File: config.mk
export PLATFORM = sky130hd
export DESIGN_NAME = ptm_paired_timer
export DESIGN_NICKNAME = d
export VERILOG_FILES = /design/src/ptm_pkg.sv /design/src/ptm_tick.sv /design/src/ptm_paired_timer.sv
export VERILOG_INCLUDE_DIRS = /design/src
export SDC_FILE = /design/constraint.sdc
export NUM_CORES = 1
export LEC_CHECK = 0
export BUFFER_PORTS_ARGS = -buffer_cell sky130_fd_sc_hd__buf_2
export CAP_MARGIN = 5
export CORE_ASPECT_RATIO = 0.6
export CORE_UTILIZATION = 55
export DETAILED_ROUTE_END_ITERATION = 8
export MAX_ROUTING_LAYER = met4
export PLACE_DENSITY = 0.74
export SYNTH_ARGS = -nofsm -noshare
export SYNTH_HDL_FRONTEND = slang
export SYNTH_SLANG_ARGS = --single-unit
File: constraint.sdc
create_clock -name clk_in -period 3.33 [get_ports clk_in]
set_input_delay 0.333 -clock clk_in [delete_from_list [all_inputs] [get_ports clk_in]]
set_output_delay 0.333 -clock clk_in [all_outputs]
set_load 0.02 [all_outputs]
File: src/ptm_defines.svh
// How it works
// RULE1 - each pair runs as one 32-bit timer or two separate 16-bit timers
// RULE2 - pair modes: two 16-bit timers, one 32-bit timer, one 32-bit counter
// RULE3 - no asynchronous counter mode; external pulses are always synchronised first
// RULE4 - gated counting, selectable prescaler, counting continues in idle and sleep; the code stops it in idle when idle_stop is set and has no sleep input
// RULE5 - 32-bit use raises an interrupt when 32-bit count matches 32-bit period
// RULE6 - only pair a timers serve as capture and compare time base
// RULE7 - converter trigger comes from 32-bit pairs or high timers, never low timers
// RULE8 - each 16-bit timer counts internal clock or synchronised external pulses
// RULE9 - in 32-bit use the low timer is the low word, high timer the high word
// RULE10 - in 32-bit use only the low timer control is used, high ignored
// RULE11 - in 32-bit use the low timer clock and gate inputs drive the pair
// RULE12 - in 32-bit use the period match flags on the high timer only
// RULE13 - each of the four timers can request a dma transfer
// RULE14 - software picks mode and features through each timer control register
// RULE15 - after a period match the next counting edge returns the count to zero
`ifndef PTM_DEFINES_SVH
`define PTM_DEFINES_SVH
`define PTM_GRP_CTRL   4'h0
`define PTM_GRP_CNT    4'h1
`define PTM_GRP_PER    4'h2
`define PTM_ADDR_STAT  8'h30
`define PTM_ADDR_CLR   8'h34
`define PTM_ADDR_IEN   8'h38
`define PTM_B_EN       15
`define PTM_B_IDLE     13
`define PTM_B_GATE     6
`define PTM_B_PS_HI    5
`define PTM_B_PS_LO    4
`define PTM_B_PAIR     3
`define PTM_B_SRC      1
`define PTM_PER_RST    16'hFFFF
`define PTM_PS_LIM0    8'h00
`define PTM_PS_LIM1    8'h07
`define PTM_PS_LIM2    8'h3F
`define PTM_PS_LIM3    8'hFF
`endif

File: src/ptm_pkg.sv
package ptm_pkg;
   typedef struct packed {
      logic       en;
      logic       idle_stop;
      logic       gate_en;
      logic [1:0] ps;
      logic       pair32;
      logic       ext_src;
   } ptm_ctrl_s;

   typedef struct packed {
      logic [7:0] pre;
   } ptm_tick_s;

   typedef struct packed {
      logic [3:0]        clk_s1;
      logic [3:0]        clk_s2;
      logic [3:0]        clk_s3;
      logic [3:0]        gate_s1;
      logic [3:0]        gate_s2;
      logic [3:0]        gate_s3;
      ptm_ctrl_s [3:0]   ctrl;
      logic [3:0][15:0]  cnt;
      logic [3:0][15:0]  per;
      logic [7:0]        status;
      logic [7:0]        enable;
      logic [31:0]       rdata;
      logic              irq;
      logic [3:0]        dma;
      logic              adc;
   } ptm_state_s;
endpackage

File: src/ptm_tick.sv
`include "ptm_defines.svh"
module ptm_tick
   import ptm_pkg::*;
(
   input  wire logic      clk_in,
   input  wire logic      reset_in,
   input  wire logic      ce_in,
   input  wire logic      run_in,
   input  wire ptm_ctrl_s cfg_in,
   input  wire logic      ext_edge_in,
   input  wire logic      gate_lvl_in,
   output logic           tick_out
);
   ptm_tick_s  st_r;
   ptm_tick_s  st_nxt;
   logic       src;
   logic [7:0] lim;

   always_comb begin
      unique case (cfg_in.ps)
         2'h0: lim = `PTM_PS_LIM0;
         2'h1: lim = `PTM_PS_LIM1;
         2'h2: lim = `PTM_PS_LIM2;
         2'h3: lim = `PTM_PS_LIM3;
      endcase
      // external pulse or internal clock, internal one optionally gated
      src = cfg_in.ext_src ? ext_edge_in : (cfg_in.gate_en ? gate_lvl_in : 1'b1); // RULE8 RULE4
      tick_out = run_in && src && (st_r.pre >= lim); // RULE4
      st_nxt = st_r;
      if (!run_in) begin
         st_nxt.pre = 8'h00;
      end else if (src) begin
         st_nxt.pre = tick_out ? 8'h00 : st_r.pre + 8'h01;
      end
   end

   always_ff @(posedge clk_in) begin
      if (reset_in) begin
         st_r <= '0;
      end else if (ce_in) begin
         st_r <= st_nxt;
      end
   end
endmodule // ptm_tick

File: src/ptm_paired_timer.sv
`include "ptm_defines.svh"
module ptm_paired_timer
   import ptm_pkg::*;
(
   input  wire logic        clk_in,
   input  wire logic        reset_in,
   input  wire logic        ce_in,
   input  wire logic        idle_in,
   input  wire logic [7:0]  addr_in,
   input  wire logic [31:0] wdata_in,
   input  wire logic        wr_in,
   input  wire logic        rd_in,
   input  wire logic [3:0]  ext_clk_in,
   input  wire logic [3:0]  gate_pin_in,
   output logic [31:0]      rdata_out,
   output logic             irq_out,
   output logic [3:0]       dma_req_out,
   output logic             adc_trig_out,
   output logic [15:0]      tb_a_low_out,
   output logic [15:0]      tb_a_high_out
);
   ptm_state_s  st_r;
   ptm_state_s  st_nxt;
   logic [3:0]  tick_w;
   logic [3:0]  run_w;
   logic [3:0]  ext_edge_w;
   logic [3:0]  gate_fall_w;
   logic [3:0]  ev_match;
   logic [3:0]  ev_gate;
   logic [3:0]  grp_w;
   logic [1:0]  idx_w;
   logic        word_w;
   logic        cnt_wr_w;

   function automatic logic [15:0] ctrl_pack(input ptm_ctrl_s c);
      logic [15:0] v;
      v = 16'h0000;
      v[`PTM_B_EN] = c.en;
      v[`PTM_B_IDLE] = c.idle_stop;
      v[`PTM_B_GATE] = c.gate_en;
      v[`PTM_B_PS_HI:`PTM_B_PS_LO] = c.ps;
      v[`PTM_B_PAIR] = c.pair32;
      v[`PTM_B_SRC] = c.ext_src;
      return v;
   endfunction

   function automatic ptm_ctrl_s ctrl_unpack(input logic [15:0] v);
      ptm_ctrl_s c;
      c.en = v[`PTM_B_EN];
      c.idle_stop = v[`PTM_B_IDLE];
      c.gate_en = v[`PTM_B_GATE];
      c.ps = v[`PTM_B_PS_HI:`PTM_B_PS_LO];
      c.pair32 = v[`PTM_B_PAIR];
      c.ext_src = v[`PTM_B_SRC];
      return c;
   endfunction

   // pin edges read only the second and third sync stages
   assign ext_edge_w = st_r.clk_s2 & ~st_r.clk_s3;
   assign gate_fall_w = ~st_r.gate_s2 & st_r.gate_s3;
   assign grp_w = addr_in[7:4];
   assign idx_w = addr_in[3:2];
   assign word_w = (addr_in[1:0] == 2'h0);
   assign cnt_wr_w = wr_in && word_w && (grp_w == `PTM_GRP_CNT);

   genvar gi;
   generate
      for (gi = 0; gi < 4; gi++) begin : g_tick
         assign run_w[gi] = st_r.ctrl[gi].en && !(idle_in && st_r.ctrl[gi].idle_stop); // RULE4
         ptm_tick u_tick (
            .clk_in      (clk_in),
            .reset_in    (reset_in),
            .ce_in       (ce_in),
            .run_in      (run_w[gi]),
            .cfg_in      (st_r.ctrl[gi]),
            .ext_edge_in (ext_edge_w[gi]),
            .gate_lvl_in (st_r.gate_s2[gi]),
            .tick_out    (tick_w[gi])
         );
      end
   endgenerate

   always_comb begin
      logic        j32;
      logic [31:0] c32;
      logic [31:0] p32;
      int          lo;
      j32 = 1'b0;
      c32 = 32'h0000_0000;
      p32 = 32'h0000_0000;
      lo = 0;
      st_nxt = st_r;
      ev_match = 4'h0;
      ev_gate = 4'h0;
      // two-stage synchronisers, third stage for edges
      st_nxt.clk_s1 = ext_clk_in; // RULE3
      st_nxt.clk_s2 = st_r.clk_s1;
      st_nxt.clk_s3 = st_r.clk_s2;
      st_nxt.gate_s1 = gate_pin_in;
      st_nxt.gate_s2 = st_r.gate_s1;
      st_nxt.gate_s3 = st_r.gate_s2;

      for (int q = 0; q < 4; q++) begin
         lo = q - (q % 2);
         j32 = st_r.ctrl[lo].pair32; // RULE2 RULE1
         if (!j32) begin
            if (tick_w[q]) begin
               if (st_r.cnt[q] == st_r.per[q]) begin
                  st_nxt.cnt[q] = 16'h0000; // RULE15
                  ev_match[q] = 1'b1;
               end else begin
                  st_nxt.cnt[q] = st_r.cnt[q] + 16'h0001;
               end
            end
            ev_gate[q] = gate_fall_w[q] && run_w[q] && st_r.ctrl[q].gate_en
                         && !st_r.ctrl[q].ext_src;
         end else if (q % 2 == 1) begin
            // pair runs from the low timer tick, config and gate only
            c32 = {st_r.cnt[q], st_r.cnt[lo]}; // RULE9
            p32 = {st_r.per[q], st_r.per[lo]};
            if (tick_w[lo]) begin // RULE10 RULE11
               if (c32 == p32) begin
                  c32 = 32'h0000_0000; // RULE15
                  ev_match[q] = 1'b1; // RULE5 RULE12
               end else begin
                  c32 = c32 + 32'h0000_0001;
               end
            end
            st_nxt.cnt[q] = c32[31:16]; // RULE9
            st_nxt.cnt[lo] = c32[15:0];
            ev_gate[q] = gate_fall_w[lo] && run_w[lo] && st_r.ctrl[lo].gate_en
                         && !st_r.ctrl[lo].ext_src; // RULE11
         end
      end

      // bus writes override counting in the same cycle
      st_nxt.status = st_r.status | {ev_gate, ev_match};
      if (wr_in && word_w) begin
         unique case (grp_w)
            `PTM_GRP_CTRL: st_nxt.ctrl[idx_w] = ctrl_unpack(wdata_in[15:0]); // RULE14
            `PTM_GRP_CNT:  st_nxt.cnt[idx_w] = wdata_in[15:0];
            `PTM_GRP_PER:  st_nxt.per[idx_w] = wdata_in[15:0];
            default: begin
               if (addr_in == `PTM_ADDR_CLR) begin
                  // a new event in the clear cycle survives
                  st_nxt.status = (st_r.status & ~wdata_in[7:0]) | {ev_gate, ev_match};
               end
               if (addr_in == `PTM_ADDR_IEN) begin
                  st_nxt.enable = wdata_in[7:0];
               end
            end
         endcase
      end

      st_nxt.dma = ev_match; // RULE13
      st_nxt.adc = ev_match[1] | ev_match[3]; // RULE7
      st_nxt.irq = |(st_nxt.status & st_nxt.enable); // RULE5

      st_nxt.rdata = 32'h0000_0000;
      if (rd_in && word_w) begin
         unique case (grp_w)
            `PTM_GRP_CTRL: st_nxt.rdata = {16'h0000, ctrl_pack(st_r.ctrl[idx_w])};
            `PTM_GRP_CNT:  st_nxt.rdata = {16'h0000, st_r.cnt[idx_w]};
            `PTM_GRP_PER:  st_nxt.rdata = {16'h0000, st_r.per[idx_w]};
            default: begin
               if (addr_in == `PTM_ADDR_STAT) begin
                  st_nxt.rdata = {24'h00_0000, st_r.status};
               end
               if (addr_in == `PTM_ADDR_IEN) begin
                  st_nxt.rdata = {24'h00_0000, st_r.enable};
               end
            end
         endcase
      end
   end

   always_ff @(posedge clk_in) begin
      if (reset_in) begin
         st_r <= '0;
         st_r.per <= {4{`PTM_PER_RST}};
      end else if (ce_in) begin
         st_r <= st_nxt;
      end
   end

   assign rdata_out = st_r.rdata;
   assign irq_out = st_r.irq;
   assign dma_req_out = st_r.dma;
   assign adc_trig_out = st_r.adc;
   assign tb_a_low_out = st_r.cnt[0]; // RULE6
   assign tb_a_high_out = st_r.cnt[1]; // RULE6
endmodule // ptm_paired_timer

# Word level (Yosys, flattened, before mapping)
# Cells that the tools add are included.
dict set report word_totals {
  register_bits 266
  inputBits 54
  output_inout_bits 70
  elab_cells 237
}
dict set report classes {
  addsub 10
  order_cmp 6
  n_eq_ne 27
  mux 83
  n_bitwise 10
  n_reduce_logical 53
}
# operator count
set ops {}
lappend ops {{$mux 16} 16}
lappend ops {{$mux 32} 6}
lappend ops {{$mux 144} 1}
lappend ops {{$bwmux 64} 2}
lappend ops {{$mux 64} 2}
lappend ops {{$pmux 8 s4} 4}
lappend ops {{$mux 8} 15}
lappend ops {{$pmux 32 s3} 1}
lappend ops {{$add 16x1->16 const B} 4}
lappend ops {{$add 32x1->32 const B} 2}
lappend ops {{$bmux 16 s2} 2}
lappend ops {{$eq 16x16->1} 4}
lappend ops {{$eq 32x32->1} 2}
lappend ops {{$add 8x1->8 const B} 4}
lappend ops {{$demux 16 s2} 1}
lappend ops {{$ge 8x8->1} 4}
lappend ops {{$logic_and 1x1->1} 31}
lappend ops {{$bwmux 28} 1}
lappend ops {{$mux 1} 28}
lappend ops {{$eq 8x6->1 const B} 3}
lappend ops {{$and 8x8->8} 2}
lappend ops {{$eq 2x2->1 const B} 8}
lappend ops {{$or 8x8->8} 2}
lappend ops {{$bmux 7 s2} 1}
lappend ops {{19 further kinds} 43}

# Longest topological paths before layout
# Gate-level depths: netlist of the first run.
dict set report logic_depth {
  ltp_word 13
  mapped_depth 12
  mapped_depth_nobuf 10
}

# Modules after synthesis
# From an unflattened synthesis of the first run, not the netlist that was laid out.
dict set report hier_totals {
  cells_unflattened 1956
  area_unflattened_um2 16495.8
}
# mod instances cells_per_inst area_per_inst_um2
set by_module_without_submodules {}
lappend by_module_without_submodules {ptm_paired_timer 1 1670 14104.8}
lappend by_module_without_submodules {{ptm_tick (g_tick[0].u_tick ...)} 3 72 595.6}
lappend by_module_without_submodules {{ptm_tick (g_tick[3].u_tick)} 1 70 604.3}

# Worst setup path before layout of the first run
# OpenSTA, ideal clock, no wires.
dict set report synth_path {
  path_kind {register to register}
  from {reg st_r[199] (netlist bit)}
  to {reg st_r[160] (netlist bit)}
  setup_ps 74
  t_arrival_ps 2795
  slack_ps 461
  path_stages_with_launch 10
  path_buffers 0
  synth_period_minus_slack_ps 2869
  path_cell_list {dfxtp_1 -> or2_2 -> ha_1 -> nand2b_1 -> a2111oi_0 -> o31a_1 -> a2111oi_4 -> or2_2 -> or4_1 -> a31oi_1}
}
dict set report synth_between {
  elab_chain_cells 9
}
# item line
set synth_lines {}
lappend synth_lines {{start, declared} ptm_paired_timer.sv:22} ;# ptm_state_s st_r;
lappend synth_lines {{start signal, assigned} ptm_paired_timer.sv:182} ;# st_r <= st_nxt;
lappend synth_lines {{$eq 2x2->1 (tied with other cells)} ptm_tick.sv:20} ;# unique case (cfg_in.ps)
lappend synth_lines {{$pmux 8 s4 (*)} ptm_tick.sv:20}
lappend synth_lines {{$ge 8x8->1 (*)} ptm_tick.sv:28} ;# tick_out = run_in && src && (st_r.pre >= lim);
lappend synth_lines {{$logic_and 1x1->1 (*)} ptm_tick.sv:28}
lappend synth_lines {{$mux 16 / $mux 32 (equally long branches)} {ptm_paired_timer.sv:107, ptm_paired_timer.sv:121}}
lappend synth_lines {{$mux 16 (*)} ptm_paired_timer.sv:106} ;# if (!j32) begin
lappend synth_lines {{$bwmux 64} ptm_paired_timer.sv:141} ;# `PTM_GRP_CNT: st_nxt.cnt[idx_w] = wdata_in[15:0];
lappend synth_lines {{$mux 64} ptm_paired_timer.sv:139} ;# unique case (grp_w)
lappend synth_lines {{$mux 144 (*)} ptm_paired_timer.sv:138} ;# if (wr_in && word_w) begin
# Mark *: on every way between the ends. The rest lies on a longest branch, timed or not.
# A chain may end at the register's enable or synchronous reset.

# Final worst setup path of the first run
# Same ends and word-level chain as after synthesis.

==> results of run 1 <==
## routing by layer
metal	share of wire	wire length (um)
met1	0.42	25730
met2	0.39	23840
met3	0.17	10450
met4	0.030	1878
met5	0	0
## kinds of logic after synthesis
logic type | count (synthesis) | synth area share
mux | 161 | 0.1286
xor+xnor | 100 | 0.05326
flops | 250 | 0.3043
compound gates | 422 | 0.1738
fa+ha+maj | 40 | 0.03043
simple gates | 773 | 0.2310
buf+inv | 263 | 0.07844
other cells | 1 | 0.0002280
## cell usage after synthesis (all sizes together) (9+ instances only)
cell,count
nor4,47
o31ai,11
nand2b,13
or2,9
or3,15
nor2,198
a31oi,20
a32oi,11
a21oi,104
a22oi,20
clkbuf,122
a221oi,17
xnor2,19
o21a,9
nor2b,12
and4,9
buf,103
nand3,89
dfxtp,250
a21boi,11
nand2,211
o21ai,95
a211oi,19
or4,12
mux4,39
nor3,51
mux2,9
o211ai,15
nand4,31
nand4b,9
mux2i,113
ha,40
and3,29
xor2,81
and2,15
inv,36
## repair_timing
action / CTS / global route
endpoints found under the setup margin: 0 / 1
hold buffers: 0 / 0
gates resized for setup: 0 / 1
## sequential cells by signal, indices dropped and copies added (netlist names)
signal              flops
st_r                  148
g_tick.u_tick.st_r     32
rdata_out              16
st_nxt                 16
tb_a_high_out          16
tb_a_low_out           16
dma_req_out             4
adc_trig_out            1
irq_out                 1
## final cells by class
type / instances / share of cell area
repair buffers: 229 / 0.08299
clock inverters: 9 / 0.005712
flip-flops and latches: 250 / 0.2753
diodes: 5 / 0.0006881
well taps: 400 / 0.02753
multi-input cells: 1512 / 0.5623
inverters: 38 / 0.007845
clock buffers: 33 / 0.03771
## per-stage QoR
stage / cell area [sq um] / worst slack (ns) / total power [W]
4_1_cts: 18160 / 0.1619 / 0.006472
6_report: 18180 / 0.1194 / 0.006498
2_1_floorplan: 16500 / 0.4611 / 0.003457
3_5_place_dp: 17380 / 0.1745 / 0.003651
5_1_grt: 18180 / 0.0006355 / 0.006631
3_3_place_gp: 17380 / 0.2265 / 0.003641
## power by group through the flow
stage                     clock (W)  combinational, W  sequential [W]
after floorplan                   0          0.000352         0.00310
after detailed placement          0          0.000541         0.00311
after CTS                   0.00289          0.000543         0.00304
after global routing        0.00300          0.000589         0.00305
final                       0.00288          0.000569         0.00304
after global placement            0          0.000532         0.00311
## path summary, 6_finish.rpt
| kind | endpoint | slack (ns) | start | cells after the start |
|---|---|---|---|---|
| setup reg to reg | st_r[160] | 0.12 | st_r[199] | 9 |
| setup / recovery | st_r[160] | 0.12 | st_r[199] | 9 |
| hold reg to reg | dma_req_out[2] | 0.47 | dma_req_out[2] | 2 |
| hold / removal | st_nxt[215] | 0.02 | gate_pin_in[1] | 3 |
## worst register-to-register path, cell delays in order (launching register included)
cell,delay [ns]
dfxtp_1,0.31
or2_2,0.31
ha_1,0.28
nand2b_1,0.15
a2111oi_0,0.59
o31a_1,0.37
a2111oi_4,0.16
or2_2,0.35
or4_1,0.47
a31oi_1,0.17
==> metrics.txt, run 1 <==
status=completed; area of the multi-input gates=0.01022 sq mm; H-tree Lvls=1; Leakage=6.552 nW; Reg clk slew, reported paths=0.06 ns; initial antenna violation count=5; Iteration-0 DRC Markers=2518; crit path time final=3.211 ns; WHS=0.02369 ns; via count=16564; Total Nets Final=2150; CP required=3.80 ns; Tot GR Track Use=0.4085; Int Power=0.004779 W; Clock power frac=0.444; Die Area=0.03062 sq mm; RSZ-0062 raised after global routing=false; Synth Flop Type=dfxtp_1; Syn Inst Count=2010; Routed wire per std cell=25.00 um; Worst Skew=0.01022 ns; post-synth top area share=0.3043; CP max stage cell=a2111oi_0; GPL Wtd Cong=1.016; clk_lat worst skew=0.55 ns; core area=0.02907 sq mm; Worst EP arrival=3.68 ns; sequential fraction of design power=0.469; Worst path top cell family by delay=simple AND/OR/NAND/NOR gates; Num CTS Buffers=25; Peak VDD IR=323.4 uV; Min-Delay Path Class=input pin to flop; TritonCTS clock tree=done; Final Hold Vio Count=0; Port Buffers=91; flops & latches, synth=250; Area contributors post-synth=dfxtp_1, mux2i_1, mux4_2; slowest cell delay on critical path=0.59 ns; sw power=0.001719 W; Die Span X=225.2 um; most frequent CP cell=or2_2; critical path class=flop to flop; final core utilization=0.6255; Synth Area per Inst=8.182 sq um; Net Sw Frac=0.2645; post-synth top area cell=dfxtp_1; average via count per standard cell=6.690; pin count of the biggest net entering global routing=70; worst-path fanout max=10; I/O pin count=124; total wire length=61890 um; GR Util met2=0.5331; initial core utilization=0.5658; clock root buffer=clkbuf_16; CP endpoint kind=flop; most frequent cells in the layout=dfxtp_1, nand2_1, nor2_1; Inst Count DP=2429; remaining global-route overflow=0; Chip Height=135.9 um; post-synthesis cell area=0.01645 sq mm; first-pass GRT wire length=91650 um; share of layout cells above drive strength 1=0.1690; DP Wirelength=45580 um; post-route insts no fill=2476; CTS Sinks=250; number of global-route vias before repair=14800; Synth-to-Final Area Change=10.56%; Finish-stage setup viols=0; synth warn=0; row cnt=48; met1 GRT Util=0.5744; cells along the critical path=or2_2 -> ha_1 -> nand2b_1 -> a2111oi_0 -> o31a_1 -> a2111oi_4 -> or2_2 -> or4_1 -> a31oi_1; antenna-violating nets left=0; max_cap viols=0; setup TNS=0 ns; Post-CTS Setup Bufs=0; register area=0.005005 sq mm; DRT Pass-1 Iters=7; highest clock rate=311.5 MHz; grt met3 use=0.1537; Logic pwr share=0.088; crit start category=flop; Fillers=2582; Yosys cell types=93; post-synthesis sequential area ratio=0.3043; clk buf depth=3; Tightest Pin Transition=0.9688 ns; worst rel slew slack=0.3486; Async S/R FF share, synth=0; P per Cell Area=357.4 mW/mm^2; commonest non-fill, non-tap cell in the layout=dfxtp_1; CP Buf/Inv Count=0; busiest grt layer=met1; Slew Viols, Final=0; EDFF count, synth=0; Residual DRC=0; post-route clock period utilization=0.9642
(Power assumes the default switching activity.)
==> run 2, diff against run 1 <==
CORE_ASPECT_RATIO = 0.9   (was 0.6)
==> metrics.txt, run 2 (same netlist as run 1, synthesis figures left out) <==
status=completed; Final Hold Vio Count=0; DP Wirelength=41110 um; critical path class=flop to flop; Worst EP arrival=3.65 ns; row cnt=59; antenna-violating nets left=0; Post-CTS Setup Bufs=0; pin count of the biggest net entering global routing=76; Peak VDD IR=435.6 uV; worst rel slew slack=0.4253; Final Total Pwr=0.006913 W; Fillers=2516; Inst Count DP=2402; Tot GR Track Use=0.3765; share of layout cells above drive strength 1=0.1657; first-pass GRT wire length=87370 um; crit start category=flop; setup slack after layout=0.1287 ns; Finish-stage setup viols=0; H-tree Lvls=1; Leakage=6.544 nW; max_cap viols=0; Port Buffers=91; Synth-to-Final Area Change=10.77%; Routed wire per std cell=23.05 um; most frequent cells in the layout=dfxtp_1, nand2_1, nor2_1; post-route cell area=0.01822 sq mm; Slew Viols, Final=0; area of the multi-input gates=0.01022 sq mm; remaining global-route overflow=0; Area after DPL=0.01722 sq mm; RSZ-0062 raised after global routing=true; CP endpoint kind=flop; number of global-route vias before repair=15343; Residual DRC=0; average via count per standard cell=6.666; clk_lat worst skew=0.55 ns; TritonCTS clock tree=done; Min-Delay Path Class=input pin to flop; Die Area=0.03060 sq mm; initial antenna violation count=1; Total Nets Final=2130; clock root buffer=clkbuf_16; Num CTS Buffers=28; GPL Wtd Cong=1.005; CP required=3.78 ns; total wire length=56590 um; Most flops, register=st_r; worst-path fanout max=19; P per Cell Area=379.5 mW/mm^2; highest clock rate=312.4 MHz; clk buf depth=3; dpl ws=0.1275 ns; CP Buf/Inv Count=2; cells along the critical path=or2_2 -> ha_1 -> nand2b_1 -> a2111oi_2 -> o31a_1 -> buf_12 -> nor4b_2 -> buf_4 -> a21oi_2 -> or4_1 -> and4_1; CTS Sinks=250; CP max stage cell=or4_1; initial core utilization=0.5640; Tightest Pin Transition=0.8548 ns; post-route insts no fill=2455; WHS=0.01072 ns; slowest cell delay on critical path=0.55 ns; commonest non-fill, non-tap cell in the layout=dfxtp_1; post-route clock period utilization=0.9614; Die Span X=184.3 um; Largest regs=st_r: 148 flops, g_tick.u_tick.st_r: 32 flops; max FFs per register=148; Iteration-0 DRC Markers=2282; Reg clk slew, reported paths=0.07 ns; Chip Height=166.0 um; via count=16365; Worst path top cell family by delay=simple AND/OR/NAND/NOR gates; register area=0.005005 sq mm; I/O pin count=124; crit path time final=3.201 ns; core area=0.02916 sq mm; Worst Skew=0.01438 ns; DRT Pass-1 Iters=6
==> run 2: cell count changes in the layout (fill, tap and decap cells not counted), moves of 2 or more <==
cell       delta
buf_4        -25
clkbuf_16     +4
clkinv_2      +4
diode_2       -4
clkbuf_1      -3
buf_12        +2
bufinv_16     +2
==> run 2: final cells by class <==
| class | count | share of cell area |
|---|---|---|
| Timing Repair Buffer | 206 | 0.07473 |
| Multi-Input combinational cell | 1512 | 0.5613 |
| Inverter | 38 | 0.007830 |
| Tap cell | 396 | 0.02720 |
| Clock buffer | 34 | 0.04251 |
| Clock inverter | 18 | 0.01161 |
| Sequential cell | 250 | 0.2747 |
| Antenna cell | 1 | 0.0001374 |
==> run 2: per-stage QoR <==
step            TNS, ns    util
6_report              0  0.6248
5_1_grt        -0.01707  0.6248
4_1_cts               0  0.6245
3_5_place_dp          0  0.5906
3_3_place_gp          0  0.5906
2_1_floorplan         0       -
==> run 2: what timing repair did <==
item                                    CTS  global route
endpoints found under the setup margin    0            27
hold buffers                              0             0
hold endpoints to repair                  0             0
gates resized for setup                   0             3
==> run 2: power breakdown <==
part           total, W  internal [W]  switching, W
sequential      0.00305       0.00302     0.0000318
clock           0.00333       0.00197       0.00136
combinational  0.000530      0.000157      0.000374
total           0.00691       0.00515       0.00177
==> run 2: path summary, 6_finish.rpt <==
check | startpoint | endpoint | slack [ns] | depth (start not counted)
worst max register to register | st_r[185] | tb_a_high_out[10] | 0.13 | 11
worst min-delay path | gate_pin_in[3] | st_nxt[217] | 0.01 | 3
worst min register to register | st_r[190] | st_r[190] | 0.46 | 2
worst max-delay path | st_r[185] | tb_a_high_out[10] | 0.13 | 11
==> run 2: metal layers <==
metal	global-route usage	vias to the layer above	wire length (um)
met5	-	-	0
met3	0.07544	190	7239
met2	0.5499	1103	24320
met4	0.1543	0	2533
met1	0.5060	7738	22500
li1	-	7334	-
==> run 2: worst min-delay path: stages <==
cell and delay [ns]:
buf_2 0.07, mux2i_1 0.05, nor2_1 0.07
